===== src/scc_defs.svh =====
// Register indices, field positions, reset values and timing counts
// for the serial channel control block. Definitions only.
`ifndef SCC_DEFS_SVH
`define SCC_DEFS_SVH

// Register indices; byte address is four times the index
`define IDX_CMD 6'h05
`define IDX_SRE 6'h06
`define IDX_FMT 6'h08
`define IDX_FLO 6'h09
`define IDX_CCS 6'h0A
`define IDX_SVS 6'h0B
`define IDX_RDS 6'h0C
`define IDX_RTP 6'h0D
`define IDX_VEC 6'h0E

`define RST_BYTE 8'h00

// Channel command fields
`define CMD_TYPE_CTRL 4'h1
`define CMD_TX_EN 3
`define CMD_TX_DIS 2
`define CMD_RX_EN 1
`define CMD_RX_DIS 0

// Service request enable fields
`define SRE_MODEM 7
`define SRE_RX 4
`define SRE_TXE 2
`define SRE_TXS 1
`define SRE_NO_NEW_DATA_TIMEOUT_EN 0
`define SRE_MASK 8'h97

// Character format fields
`define FMT_PAR_ODD 7
`define FMT_IGN_PAR 4
`define PARM_NONE 2'h0
`define PARM_FORCE 2'h1
`define PARM_NORMAL 2'h2

// Flow option fields
`define FLO_IXM 7
`define FLO_IBE 6

// Status fields
`define CCS_TX_EN 0
`define CCS_RX_EN 1
`define CCS_FLOW_OFF 2
`define SVS_RX 0
`define SVS_TX 1
`define SVS_MDM 2
`define SVS_EXC 3
`define RDS_NO_NEW_DATA_TIMEOUT_EN 7

// Vector type codes
`define VEC_NONE 3'h0
`define VEC_MODEM 3'h1
`define VEC_TX 3'h2
`define VEC_RX_DATA 3'h3
`define VEC_RX_EXC 3'h7

// Timeout tick
`define CLK_PERIOD_NS 4
`define TMO_TICK_NS 1000
`define TMO_TICK_CYCLES (`TMO_TICK_NS / `CLK_PERIOD_NS)

`endif


===== src/scc_pkg.sv =====
// Types shared by the serial channel control block.
// Assumes scc_defs.svh supplies all numeric constants.
package scc_pkg;

  typedef struct packed {
    logic cyc;
    logic stb;
    logic we;
    logic [7:0] adr;
    logic [3:0] sel;
    logic [31:0] dat;
  } wb_req_t;

  typedef struct packed {
    logic ack;
    logic [31:0] dat;
  } wb_rsp_t;

  typedef struct packed {
    logic par_en;
    logic par_force;
    logic par_odd;
    logic par_check;
    logic [2:0] stop_half;
    logic [3:0] data_bits;
  } frame_cfg_t;

  typedef enum logic [0:0] {CMD_IDLE, CMD_EXEC} cmd_state_t;

endpackage


===== src/serial_channel_control.sv =====
// Per-channel control: command decode, service requests, format and
// flow options. Assumes a classic Wishbone master on the register side
// and a serial datapath that reports FIFO and receive events.
// Function
// - Channel-control command is bits 7..5 zero and bit 4 one.
// - Bits 3..0 enable/disable transmitter and receiver, combined freely.
// - Enable or disable commands leave configuration registers alone.
// - Any enable/disable command resumes flow-halted transmit, clears flag; with flow bit 6 set, a stop character in the same cycle sets it.
// - Enable register at 06; bit 7 posts modem-change requests.
// - Requests show in status register and active-low pin, gated singly; parity-error exceptions have no enable.
// - Bit 4: receive request on threshold or timeout with data.
// - Bit 2 asks on transmit FIFO empty, bit 1 on shift empty.
// - FIFO-empty request leaves two characters still to send.
// - Bit 0: drained FIFO plus timeout gives data-less exception, flag 7.
// - Timeout request vector reports a receive exception type.
// - Format bit 7 at 08 selects odd (1) or even (0) parity.
// - Parity mode: none, forced, normal, unused; both directions.
// - Format bit 4 set ignores incoming parity errors.
// - Stop field: one, one and a half, two bits, unused.
// - Length field: five to eight bits, shared by both directions.
// - Flow bit 7 at 09: any non-stop character resumes, else resume only.
// - Command register clears after execution; host waits for zero.
//
// Local design decision: register access over Wishbone.
`timescale 1ns/1ns
`default_nettype none
`include "scc_defs.svh"

module serial_channel_control #(
  parameter int TICK_CYCLES = `TMO_TICK_CYCLES
) (
  // Clock and reset
  input wire logic core_clk_i,
  input wire logic rst_i,
  // Register bus
  input wire scc_pkg::wb_req_t wb_req_i,
  output scc_pkg::wb_rsp_t wb_rsp_o,
  // Datapath status
  input wire logic tx_fifo_empty_i,
  input wire logic tx_shift_empty_i,
  input wire logic rx_fifo_nonempty_i,
  input wire logic rx_thresh_i,
  input wire logic modem_change_i,
  // Received character
  input wire logic rx_char_valid_i,
  input wire logic [7:0] rx_char_i,
  input wire logic rx_par_bit_i,
  input wire logic rx_xoff_match_i,
  input wire logic rx_xon_match_i,
  // Channel control
  output logic tx_enable_o,
  output logic rx_enable_o,
  output logic tx_flow_off_flag_o,
  output logic service_request_n_o,
  output scc_pkg::frame_cfg_t frame_cfg_o
);
  import scc_pkg::*;

  function automatic logic is_ctrl(input logic [7:0] c);
    return (c[7:4] == `CMD_TYPE_CTRL);
  endfunction

  logic ack_q;
  logic [31:0] rdat_q;
  logic [7:0] channel_command_reg_q;
  logic [7:0] service_request_enable_q;
  logic [7:0] char_format_option_q;
  logic [7:0] flow_loop_option_q;
  logic [7:0] rx_timeout_period_q;
  logic [3:0] svc_status_q;
  logic no_new_data_timeout_en_flag_q;
  logic tx_en_q;
  logic rx_en_q;
  logic flow_off_q;
  logic req_n_q;
  cmd_state_t state_q;
  logic [15:0] tick_cnt_q;
  logic [7:0] tmo_cnt_q;
  logic armed_q;
  logic par_err;
  logic [5:0] idx;
  logic req;
  logic wr_go;
  logic ctrl_exec;
  logic expired;
  logic no_new_data_timeout_en_fire;
  logic [7:0] ccs;
  logic [2:0] vec;
  logic [7:0] rd_mux;

  assign idx = wb_req_i.adr[7:2];
  assign req = wb_req_i.cyc && wb_req_i.stb;
  // Writes land on the edge where the master sees ack
  assign wr_go = req && wb_req_i.we && ack_q && wb_req_i.sel[0];
  assign ctrl_exec = (state_q == CMD_EXEC) &&
    is_ctrl(channel_command_reg_q) &&
    (channel_command_reg_q[3:0] != 4'h0);

  assign wb_rsp_o.ack = ack_q;
  assign wb_rsp_o.dat = rdat_q;
  assign tx_enable_o = tx_en_q;
  assign rx_enable_o = rx_en_q;
  assign tx_flow_off_flag_o = flow_off_q;
  assign service_request_n_o = req_n_q;

  scc_char_framer u_framer (
    .core_clk_i(core_clk_i),
    .rst_i(rst_i),
    .fmt_i(char_format_option_q),
    .rx_valid_i(rx_char_valid_i),
    .rx_char_i(rx_char_i),
    .rx_par_i(rx_par_bit_i),
    .cfg_o(frame_cfg_o),
    .rx_par_err_o(par_err)
  );

  assign ccs = {5'h00, flow_off_q, rx_en_q, tx_en_q};

  // Receive exception outranks data, transmit and modem requests
  always_comb begin
    vec = `VEC_NONE;
    if (svc_status_q[`SVS_EXC]) begin
      vec = `VEC_RX_EXC;
    end else if (svc_status_q[`SVS_RX]) begin
      vec = `VEC_RX_DATA;
    end else if (svc_status_q[`SVS_TX]) begin
      vec = `VEC_TX;
    end else if (svc_status_q[`SVS_MDM]) begin
      vec = `VEC_MODEM;
    end
  end

  always_comb begin
    case (idx)
      `IDX_CMD: rd_mux = channel_command_reg_q;
      `IDX_SRE: rd_mux = service_request_enable_q & `SRE_MASK;
      `IDX_FMT: rd_mux = char_format_option_q;
      `IDX_FLO: rd_mux = flow_loop_option_q;
      `IDX_CCS: rd_mux = ccs;
      `IDX_SVS: rd_mux = {4'h0, svc_status_q};
      `IDX_RDS: rd_mux = {no_new_data_timeout_en_flag_q, 7'h00};
      `IDX_RTP: rd_mux = rx_timeout_period_q;
      `IDX_VEC: rd_mux = {5'h00, vec};
      default: rd_mux = `RST_BYTE;
    endcase
  end

  // One wait state: ack rises the cycle after the request, then drops
  always_ff @(posedge core_clk_i or posedge rst_i) begin
    if (rst_i) begin
      ack_q <= 1'b0;
      rdat_q <= 32'h0000_0000;
    end else begin
      ack_q <= req && !ack_q;
      if (req && !ack_q) begin
        rdat_q <= {24'h00_0000, rd_mux};
      end
    end
  end

  // Configuration registers; command execution never writes these
  always_ff @(posedge core_clk_i or posedge rst_i) begin
    if (rst_i) begin
      service_request_enable_q <= `RST_BYTE;
      char_format_option_q <= `RST_BYTE;
      flow_loop_option_q <= `RST_BYTE;
      rx_timeout_period_q <= `RST_BYTE;
    end else if (wr_go) begin
      case (idx)
        `IDX_SRE: service_request_enable_q <=
          wb_req_i.dat[7:0] & `SRE_MASK;
        `IDX_FMT: char_format_option_q <= wb_req_i.dat[7:0];
        `IDX_FLO: flow_loop_option_q <= wb_req_i.dat[7:0];
        `IDX_RTP: rx_timeout_period_q <= wb_req_i.dat[7:0];
        default: ;
      endcase
    end
  end

  // Command register: taken only while clear, executed then cleared.
  // Formats other than channel control are accepted and cleared only.
  always_ff @(posedge core_clk_i or posedge rst_i) begin
    if (rst_i) begin
      channel_command_reg_q <= `RST_BYTE;
      state_q <= CMD_IDLE;
    end else begin
      case (state_q)
        CMD_IDLE: begin
          if (channel_command_reg_q != 8'h00) begin
            state_q <= CMD_EXEC;
          end else if (wr_go && idx == `IDX_CMD) begin
            channel_command_reg_q <= wb_req_i.dat[7:0];
          end
        end
        CMD_EXEC: begin
          channel_command_reg_q <= 8'h00;
          state_q <= CMD_IDLE;
        end
        default: state_q <= CMD_IDLE;
      endcase
    end
  end

  // Enable with disable for the same direction leaves it unchanged
  always_ff @(posedge core_clk_i or posedge rst_i) begin
    if (rst_i) begin
      tx_en_q <= 1'b0;
      rx_en_q <= 1'b0;
    end else if (ctrl_exec) begin
      if (channel_command_reg_q[`CMD_TX_EN] !=
          channel_command_reg_q[`CMD_TX_DIS]) begin
        tx_en_q <= channel_command_reg_q[`CMD_TX_EN];
      end
      if (channel_command_reg_q[`CMD_RX_EN] !=
          channel_command_reg_q[`CMD_RX_DIS]) begin
        rx_en_q <= channel_command_reg_q[`CMD_RX_EN];
      end
    end
  end

  // In-band flow: a stop character arriving with a command still halts
  always_ff @(posedge core_clk_i or posedge rst_i) begin
    if (rst_i) begin
      flow_off_q <= 1'b0;
    end else if (flow_loop_option_q[`FLO_IBE] && rx_char_valid_i &&
                 rx_xoff_match_i) begin
      flow_off_q <= 1'b1;
    end else if (ctrl_exec) begin
      flow_off_q <= 1'b0;
    end else if (rx_char_valid_i && (flow_loop_option_q[`FLO_IXM] ?
                 !rx_xoff_match_i : rx_xon_match_i)) begin
      flow_off_q <= 1'b0;
    end
  end

  // Timeout counts ticks since the last received character
  always_ff @(posedge core_clk_i or posedge rst_i) begin
    if (rst_i) begin
      tick_cnt_q <= 16'h0000;
      tmo_cnt_q <= 8'h00;
    end else if (rx_char_valid_i) begin
      tick_cnt_q <= 16'h0000;
      tmo_cnt_q <= 8'h00;
    end else if (tick_cnt_q == 16'(TICK_CYCLES - 1)) begin
      tick_cnt_q <= 16'h0000;
      if (tmo_cnt_q != 8'hFF) begin
        tmo_cnt_q <= tmo_cnt_q + 8'h01;
      end
    end else begin
      tick_cnt_q <= tick_cnt_q + 16'h0001;
    end
  end

  assign expired = (rx_timeout_period_q != 8'h00) &&
    (tmo_cnt_q >= rx_timeout_period_q);
  assign no_new_data_timeout_en_fire = service_request_enable_q[`SRE_NO_NEW_DATA_TIMEOUT_EN] && armed_q &&
    expired && !rx_fifo_nonempty_i;

  // Armed by a character so one idle spell raises one exception
  always_ff @(posedge core_clk_i or posedge rst_i) begin
    if (rst_i) begin
      armed_q <= 1'b0;
    end else if (rx_char_valid_i) begin
      armed_q <= 1'b1;
    end else if (no_new_data_timeout_en_fire) begin
      armed_q <= 1'b0;
    end
  end

  // Level requests follow their conditions; sticky ones clear by
  // writing one, and a new event in that cycle wins
  always_ff @(posedge core_clk_i or posedge rst_i) begin
    if (rst_i) begin
      svc_status_q <= 4'h0;
      no_new_data_timeout_en_flag_q <= 1'b0;
    end else begin
      svc_status_q[`SVS_RX] <= service_request_enable_q[`SRE_RX] &&
        rx_fifo_nonempty_i && (rx_thresh_i || expired);
      // FIFO empty still leaves holding and shift characters queued
      svc_status_q[`SVS_TX] <= tx_en_q &&
        ((service_request_enable_q[`SRE_TXE] && tx_fifo_empty_i) ||
         (service_request_enable_q[`SRE_TXS] && tx_shift_empty_i));
      if (service_request_enable_q[`SRE_MODEM] && modem_change_i) begin
        svc_status_q[`SVS_MDM] <= 1'b1;
      end else if (wr_go && idx == `IDX_SVS &&
                   wb_req_i.dat[`SVS_MDM]) begin
        svc_status_q[`SVS_MDM] <= 1'b0;
      end
      if (no_new_data_timeout_en_fire || par_err) begin
        svc_status_q[`SVS_EXC] <= 1'b1;
      end else if (wr_go && idx == `IDX_SVS &&
                   wb_req_i.dat[`SVS_EXC]) begin
        svc_status_q[`SVS_EXC] <= 1'b0;
      end
      if (no_new_data_timeout_en_fire) begin
        no_new_data_timeout_en_flag_q <= 1'b1;
      end else if (wr_go && idx == `IDX_SVS &&
                   wb_req_i.dat[`SVS_EXC]) begin
        no_new_data_timeout_en_flag_q <= 1'b0;
      end
    end
  end

  always_ff @(posedge core_clk_i or posedge rst_i) begin
    if (rst_i) begin
      req_n_q <= 1'b1;
    end else begin
      req_n_q <= (svc_status_q == 4'h0);
    end
  end
endmodule // serial_channel_control
`default_nettype wire


===== src/scc_char_framer.sv =====
// Character framing decode and receive parity check.
// Assumes one received character per rx_valid_i pulse.
`timescale 1ns/1ns
`default_nettype none
`include "scc_defs.svh"

module scc_char_framer (
  // Clock and reset
  input wire logic core_clk_i,
  input wire logic rst_i,
  // Format register
  input wire logic [7:0] fmt_i,
  // Received character
  input wire logic rx_valid_i,
  input wire logic [7:0] rx_char_i,
  input wire logic rx_par_i,
  // Decoded frame and parity result
  output scc_pkg::frame_cfg_t cfg_o,
  output logic rx_par_err_o
);
  import scc_pkg::*;

  function automatic logic par_of(input logic [7:0] c,
                                  input logic [1:0] len);
    logic [7:0] m;
    m = 8'h1F;
    case (len)
      2'h1: m = 8'h3F;
      2'h2: m = 8'h7F;
      2'h3: m = 8'hFF;
      default: m = 8'h1F;
    endcase
    return ^(c & m);
  endfunction

  logic [1:0] parm;
  logic exp_par;
  assign parm = fmt_i[6:5];

  // Force: odd gives one, even gives zero; normal: odd or even sense
  always_comb begin
    if (parm == `PARM_FORCE) begin
      exp_par = fmt_i[`FMT_PAR_ODD];
    end else begin
      exp_par = par_of(rx_char_i, fmt_i[1:0]) ^ fmt_i[`FMT_PAR_ODD];
    end
  end

  always_ff @(posedge core_clk_i or posedge rst_i) begin
    if (rst_i) begin
      cfg_o <= '0;
    end else begin
      cfg_o.par_en <= (parm == `PARM_FORCE) || (parm == `PARM_NORMAL);
      cfg_o.par_force <= (parm == `PARM_FORCE);
      cfg_o.par_odd <= fmt_i[`FMT_PAR_ODD];
      cfg_o.par_check <= !fmt_i[`FMT_IGN_PAR];
      // Unused stop code falls back to one stop bit
      case (fmt_i[3:2])
        2'h1: cfg_o.stop_half <= 3'h3;
        2'h2: cfg_o.stop_half <= 3'h4;
        default: cfg_o.stop_half <= 3'h2;
      endcase
      cfg_o.data_bits <= 4'h5 + {2'h0, fmt_i[1:0]};
    end
  end

  // Unused parity mode 11 checks nothing
  always_ff @(posedge core_clk_i or posedge rst_i) begin
    if (rst_i) begin
      rx_par_err_o <= 1'b0;
    end else begin
      rx_par_err_o <= rx_valid_i && !fmt_i[`FMT_IGN_PAR] &&
        ((parm == `PARM_FORCE) || (parm == `PARM_NORMAL)) &&
        (rx_par_i != exp_par);
    end
  end

endmodule // scc_char_framer
`default_nettype wire


===== config.mk =====
export PLATFORM = sky130hd
export DESIGN_NAME = serial_channel_control
export DESIGN_NICKNAME = d
export VERILOG_FILES = /design/src/scc_pkg.sv /design/src/serial_channel_control.sv /design/src/scc_char_framer.sv
export VERILOG_INCLUDE_DIRS = /design/src
export SDC_FILE = /design/constraint.sdc
export NUM_CORES = 1
export LEC_CHECK = 0
export ABC_AREA = 1
export BUFFER_PORTS_ARGS = -buffer_cell sky130_fd_sc_hd__buf_2
export CAP_MARGIN = 20
export CORE_MARGIN = 5
export CORE_UTILIZATION = 55
export DETAILED_ROUTE_END_ITERATION = 16
export GPL_TIMING_DRIVEN = 0
export PLACE_DENSITY = 0.89
export REMOVE_ABC_BUFFERS = 1
export SLEW_MARGIN = 25
export SYNTH_ARGS = -nofsm -noshare
export SYNTH_HDL_FRONTEND = slang
export SYNTH_HIERARCHICAL = 1
export SYNTH_SLANG_ARGS = --single-unit
export TNS_END_PERCENT = 20

===== constraint.sdc =====
create_clock -name core_clk_i -period 2.7 [get_ports core_clk_i]
set_input_delay 0.135 -clock core_clk_i [delete_from_list [all_inputs] [get_ports core_clk_i]]
set_output_delay 0.135 -clock core_clk_i [all_outputs]
set_load 0.02 [all_outputs]

=== Word-level counts from Yosys, hierarchy flattened ===
Index checks and enable logic that the tools add are counted.

* Register bits: 93
* Latch bits: 0
* Memories: 0
* Bits in read-only memories: 0
* Memory bits (writable): 0
* Output and inout port bits: 48

* Muxes and demuxes: 30
* $mul: 0
* Reductions and logical operators: 55
* Div/mod/pow operators: 0
* Magnitude comparators: 1
* Add/sub/neg operators: 3
* Eq/ne operators: 24
* Shifts and indexed selects: 0
* Bitwise operators: 3

{| class="wikitable"
|+ Operator list
! kind !! count
|-
| $pmux W8 S9 || 1
|-
| $mux W8 || 6
|-
| $eq A6 B4 Y1 const B || 7
|-
| $mux W16 || 2
|-
| $logic_and A1 B1 Y1 || 27
|-
| $pmux W8 S3 || 1
|-
| $add A16 B1 Y16 const B || 1
|-
| $eq A16 B8 Y1 const B || 1
|-
| $pmux W8 S2 || 1
|-
| $reduce_and A2 Y1 || 8
|-
| $reduce_bool A8 Y1 || 2
|-
| $mux W1 || 14
|-
| $eq A6 B3 Y1 const B || 2
|-
| $reduce_bool A2 Y1 || 6
|-
| $add A8 B1 Y8 const B || 1
|-
| $and A8 B8 Y8 || 1
|-
| $eq A2 B2 Y1 const B || 4
|-
| $ge A8 B8 Y1 || 1
|-
| $ne A8 B8 Y1 const B || 1
|-
| $reduce_xor A8 Y1 || 1
|-
| $eq A2 B1 Y1 const B || 3
|-
| $pmux W3 S2 || 1
|-
| $add A3 B2 Y4 const A || 1
|-
| $eq A4 B1 Y1 const B || 1
|-
| other kinds (12) || 22
|}

=== Depth between registers and ports, before layout ===
* Depth in word-level cells: 9
* Depth in mapped cells: 13

=== By module ===
Netlist, hierarchy kept.

{| class="wikitable"
|+ By module, submodules not included
! module !! seq. area each (um2) !! area each (um2) !! instances !! cells each
|-
| serial_channel_control || 2028.2 || 4566.9 || 1 || 589
|-
| scc_char_framer || 300.3 || 585.6 || 1 || 64
|}

=== Least setup slack after synthesis ===
No wires, ideal clock.

* Kind: register to register
* Start point: reg tmo_cnt_q[1]
* End point: reg tmo_cnt_q[2]
* Cell stages (with the launch flop): 11
* Path slack: 1.269 ns
* Buffers on the path: 0
* Arrival time: 1.314 ns
* Library setup time: 0.117 ns
* Data required time: 2.583 ns
* Clock period less this slack: 1.431 ns
* Cells stage by stage: dfrtp_1 > ha_1 > nand2_1 > inv_1 > nand2_1 > nor2_2 > nand3_1 > nand3_2 > nand2_2 > nand2_1 > nand2_1

* Word-level cells in the longest chain between the ends: 4
* Elaborated cells on any way between the ends: 7
* Classes of those cells: add/sub: 1; eq/ne: 1; mux: 3; reduce/logical: 2

{| class="wikitable"
|+ RTL lines
! item !! line !! text
|-
| from (decl) || serial_channel_control.sv:78 || <nowiki>logic [7:0] tmo_cnt_q;</nowiki>
|-
| from (signal assigned) || serial_channel_control.sv:247 || <nowiki>tmo_cnt_q <= tmo_cnt_q + 8'h01;</nowiki>
|-
| $add A8 B1 Y8 || serial_channel_control.sv:247 ||
|-
| $mux W8 || serial_channel_control.sv:246 || <nowiki>if (tmo_cnt_q != 8'hFF) begin</nowiki>
|-
| $mux W8 || serial_channel_control.sv:244 || <nowiki>end else if (tick_cnt_q == 16'(TICK_CYCLES - 1)) begin</nowiki>
|-
| $mux W8 || serial_channel_control.sv:241 || <nowiki>end else if (rx_char_valid_i) begin</nowiki>
|}

Several ways; a longest one is shown, not always the timed one. The select of a mux whose other input is x is not followed.
A chain may end at the register's enable or synchronous reset.

=== Worst setup path in the final report ===
* Start point: reg tmo_cnt_q[1]
* End point: reg tmo_cnt_q[3]

The elaborated chain is that of the path after synthesis.

==> results.toml <==
[grt]
grt_pass1_vias = 4356
grt_max_degree = 45
grtUsageTotal_pct = 22.23
antenna_found_initial = 0
grt_first_pass_wirelength_um = 20220
grt_overflow = 0

[floorplan]
die_h_um = 106.8
rows = 35
fp.dieArea_um2 = 11400
core_um2 = 9196
start_util_pct = 56.03
ios = 114
fp.dieW_um = 106.8

[setup_path]
crit_chain = "ha_1 > nand2_1 > inv_1 > nand2_1 > nor2_2 > nand3_1 > nand3_2 > nand2_2 > nand2_1 > nand2_1"
cp-start-kind = "flop"
cp_slowest_cell = "dfrtp_1"
crit_top_cell = "nand2_1"
required_ps = 2960
cp-end-kind = "flop"
crit_path_start = "tmo_cnt_q[1]"
crit_type = "flop to flop"
r2r-start = "tmo_cnt_q[1]"
max_stage_delay_ps = 420
rrSetupSlack_ps = 960
path_max_fanout = 9
arrival_ps = 2000

[clock_network]
cts_root_buf = "clkbuf_8"
insertion_delay_ps = 370
numClockSinks = 93
htree_levels = 3
numCtsBuffers = 9
path_clk_slew_ps = 80
cts_tree = "built"
clock_tree.buffer_depth = 2
cts_setup_buffers = 0
postCtsHoldBufs = 8
post_cts_resized = 0

[final_layout]
final_area_um2 = 5733
diodes = 0
final_core_util_pct = 62.34
fin_cells = 838
layout.nets = 807
drive_gt1_share_pct = 16.37
area_growth_pct = 11.27

[placed_design]
hpwl_um = 9310
io_buffers = 60
dpl-instance-area_um2 = 5454
dp_cells = 816
finalWeightedCongestion = 0.9173
dp_slack_ps = 993.0

[sta]
finalCritPeriodShare_pct = 64.26
setup_slack_ps = 964.9
fin_worst_skew_ps = 7.790
finalSetupViolCount = 0
rsz0062_at_grt = "false"
min_period_ps = 1735
hold_violations = 0
slew_violations = 0
timing.fmax_ghz = 0.5763
tightestPinTransition_ps = 599.0
relSlewSlack_pct = 59.82

[yosys]
syn-cell-area_um2 = 5152
ys_seq_area_share_pct = 45.19
yosysWarnings = 6
synth_area_leaders = "dfrtp_1 45%, nand2_1 14%, inv_1 5.3%"
yosys.area.top_type = "dfrtp_1"
synthArstFlopShare_pct = 100.0
synth.most_common_cell = "nand2_1"
synth_cell_types = 37
synth-edff-count = 0
synthCells = 653
synth.top_cell.area_share_pct = 44.68
synth_ff_type = "dfrtp_1"
ys_top_cells_by_count = "194 x nand2_1, 92 x dfrtp_1, 73 x inv_1"
synth-seq-cells = 93
syn_area_per_cell_um2 = 7.890

[route]
drt-vias-per-instance = 5.413
ant_nets = 0
route.vias.total = 4536
drt_iter0_markers = 414
wirelength_um = 12300
remaining_drc_errors = 0
first_pass_iters = 5
routedWlPerCell_um = 14.68

[worst_hold_path]
hold_path.class = "primary input to flop"
worstHoldStart = "tx_fifo_empty_i"

[power_and_ir_drop]
power_density_nw_per_um2 = 461.5
p_leak_nw = 3.020
ir_drop_v = 0.0002161

[outcome]
outcome = "finished, final reports clean"

[flow_run]
maxCapViolations = 0
==> cells in the final DEF, fill, tap and decap left out, types with 2 or more instances in the layout <==
| cell type | count |
|---|---|
| conb_1 | 24 |
| nor2_1 | 53 |
| nor2_4 | 6 |
| buf_2 | 60 |
| nand2_4 | 2 |
| nand2_1 | 194 |
| o21ai_0 | 25 |
| nand3_1 | 45 |
| dlygate4sd3_1 | 8 |
| xnor2_1 | 6 |
| xor2_1 | 8 |
| clkbuf_8 | 12 |
| ha_1 | 17 |
| inv_1 | 72 |
| dfrtp_1 | 92 |
| inv_2 | 5 |
| nor4_1 | 2 |
| nor3b_1 | 6 |
| nand3_2 | 2 |
| nand2_2 | 14 |
| a21oi_1 | 9 |
| nor3_1 | 8 |
| o21ai_1 | 23 |
| nor2_2 | 9 |
| nand4_1 | 10 |
==> cell type report <==
class / count / area, µm²
Tap cell: 111 / 138.9
Clock buffer: 13 / 168.9
Multi-Input combinational cell: 472 / 2367
Clock inverter: 1 / 30.03
Timing Repair Buffer: 69 / 400.4
Inverter: 79 / 299.0
Sequential cell: 93 / 2328
Fill cell: 739 / 3463
==> metal layers <==
metal / wire length (µm) / GRT usage [%] / share of wire, % / vias up
li1: - / - / - / 2154
met1: 4997 / 28.28 / 41 / 2096
met2: 5955 / 37.59 / 48 / 243
met3: 1006 / 3.974 / 8.2 / 43
met4: 345 / 8.950 / 2.8 / 0
met5: 0 / 0 / 0 / -
==> sequential cells by signal, summed over array words and instances (netlist names), 4 cells and up <==
register,count
rx_timeout_period_q,8
tick_cnt_q,16
char_format_option_q,8
tmo_cnt_q,8
u_framer/cfg_o,11
rdat_q,8
flow_loop_option_q,8
service_request_enable_q,5
svc_status_q,4
channel_command_reg_q,8
==> report_power, final <==
group / internal, mW / leakage (nW) / switching [mW] / total [mW]
clock network: 0.495 / 0.102 / 0.471 / 0.966
registers: 1.41 / 1.26 / 0.0185 / 1.43
logic: 0.0757 / 1.66 / 0.176 / 0.252
total: 1.98 / 3.02 / 0.666 / 2.65
==> kinds of logic after synthesis <==
| kind of cell | Yosys count | synth area share [%] |
|---|---|---|
| fa+ha+maj | 17 | 4.128 |
| simple gates | 356 | 31.57 |
| compound gates | 61 | 6.120 |
| flops | 93 | 45.19 |
| other cells | 1 | 0.07278 |
| buf+inv | 111 | 10.54 |
| xor+xnor | 14 | 2.380 |
==> worst paths after layout <==
check                                       to  cells past startpoint
setup / recovery                  tmo_cnt_q[3]                     10
hold / removal                 svc_status_q[1]                      3
setup reg to reg                  tmo_cnt_q[3]                     10
hold reg to reg            service_request_n_o                      1
max in group asynchronous        tick_cnt_q[1]                      4
min in group asynchronous    u_framer/cfg_o[1]                      3
==> worst max-delay path, delay by kind of cell (launching register included) <==
kind                     cells  cell delay (ps)
flip-flops                   1              420
AND/OR/NAND/NOR              8              930
adder cells (fa/ha/maj)      1              210
buffers and inverters        1               70
==> through the flow <==
step	hold slack [ps]	TNS (ps)	total power, mW
floorplan	-0.3013	0	1.608
global placement	152.5	-30470	1.679
detailed placement	185.7	0	1.695
CTS	11.54	0	2.649
global route	34.74	0	2.728
finish	11.26	0	2.646
Note: power is estimated with default switching activity, not from simulation.
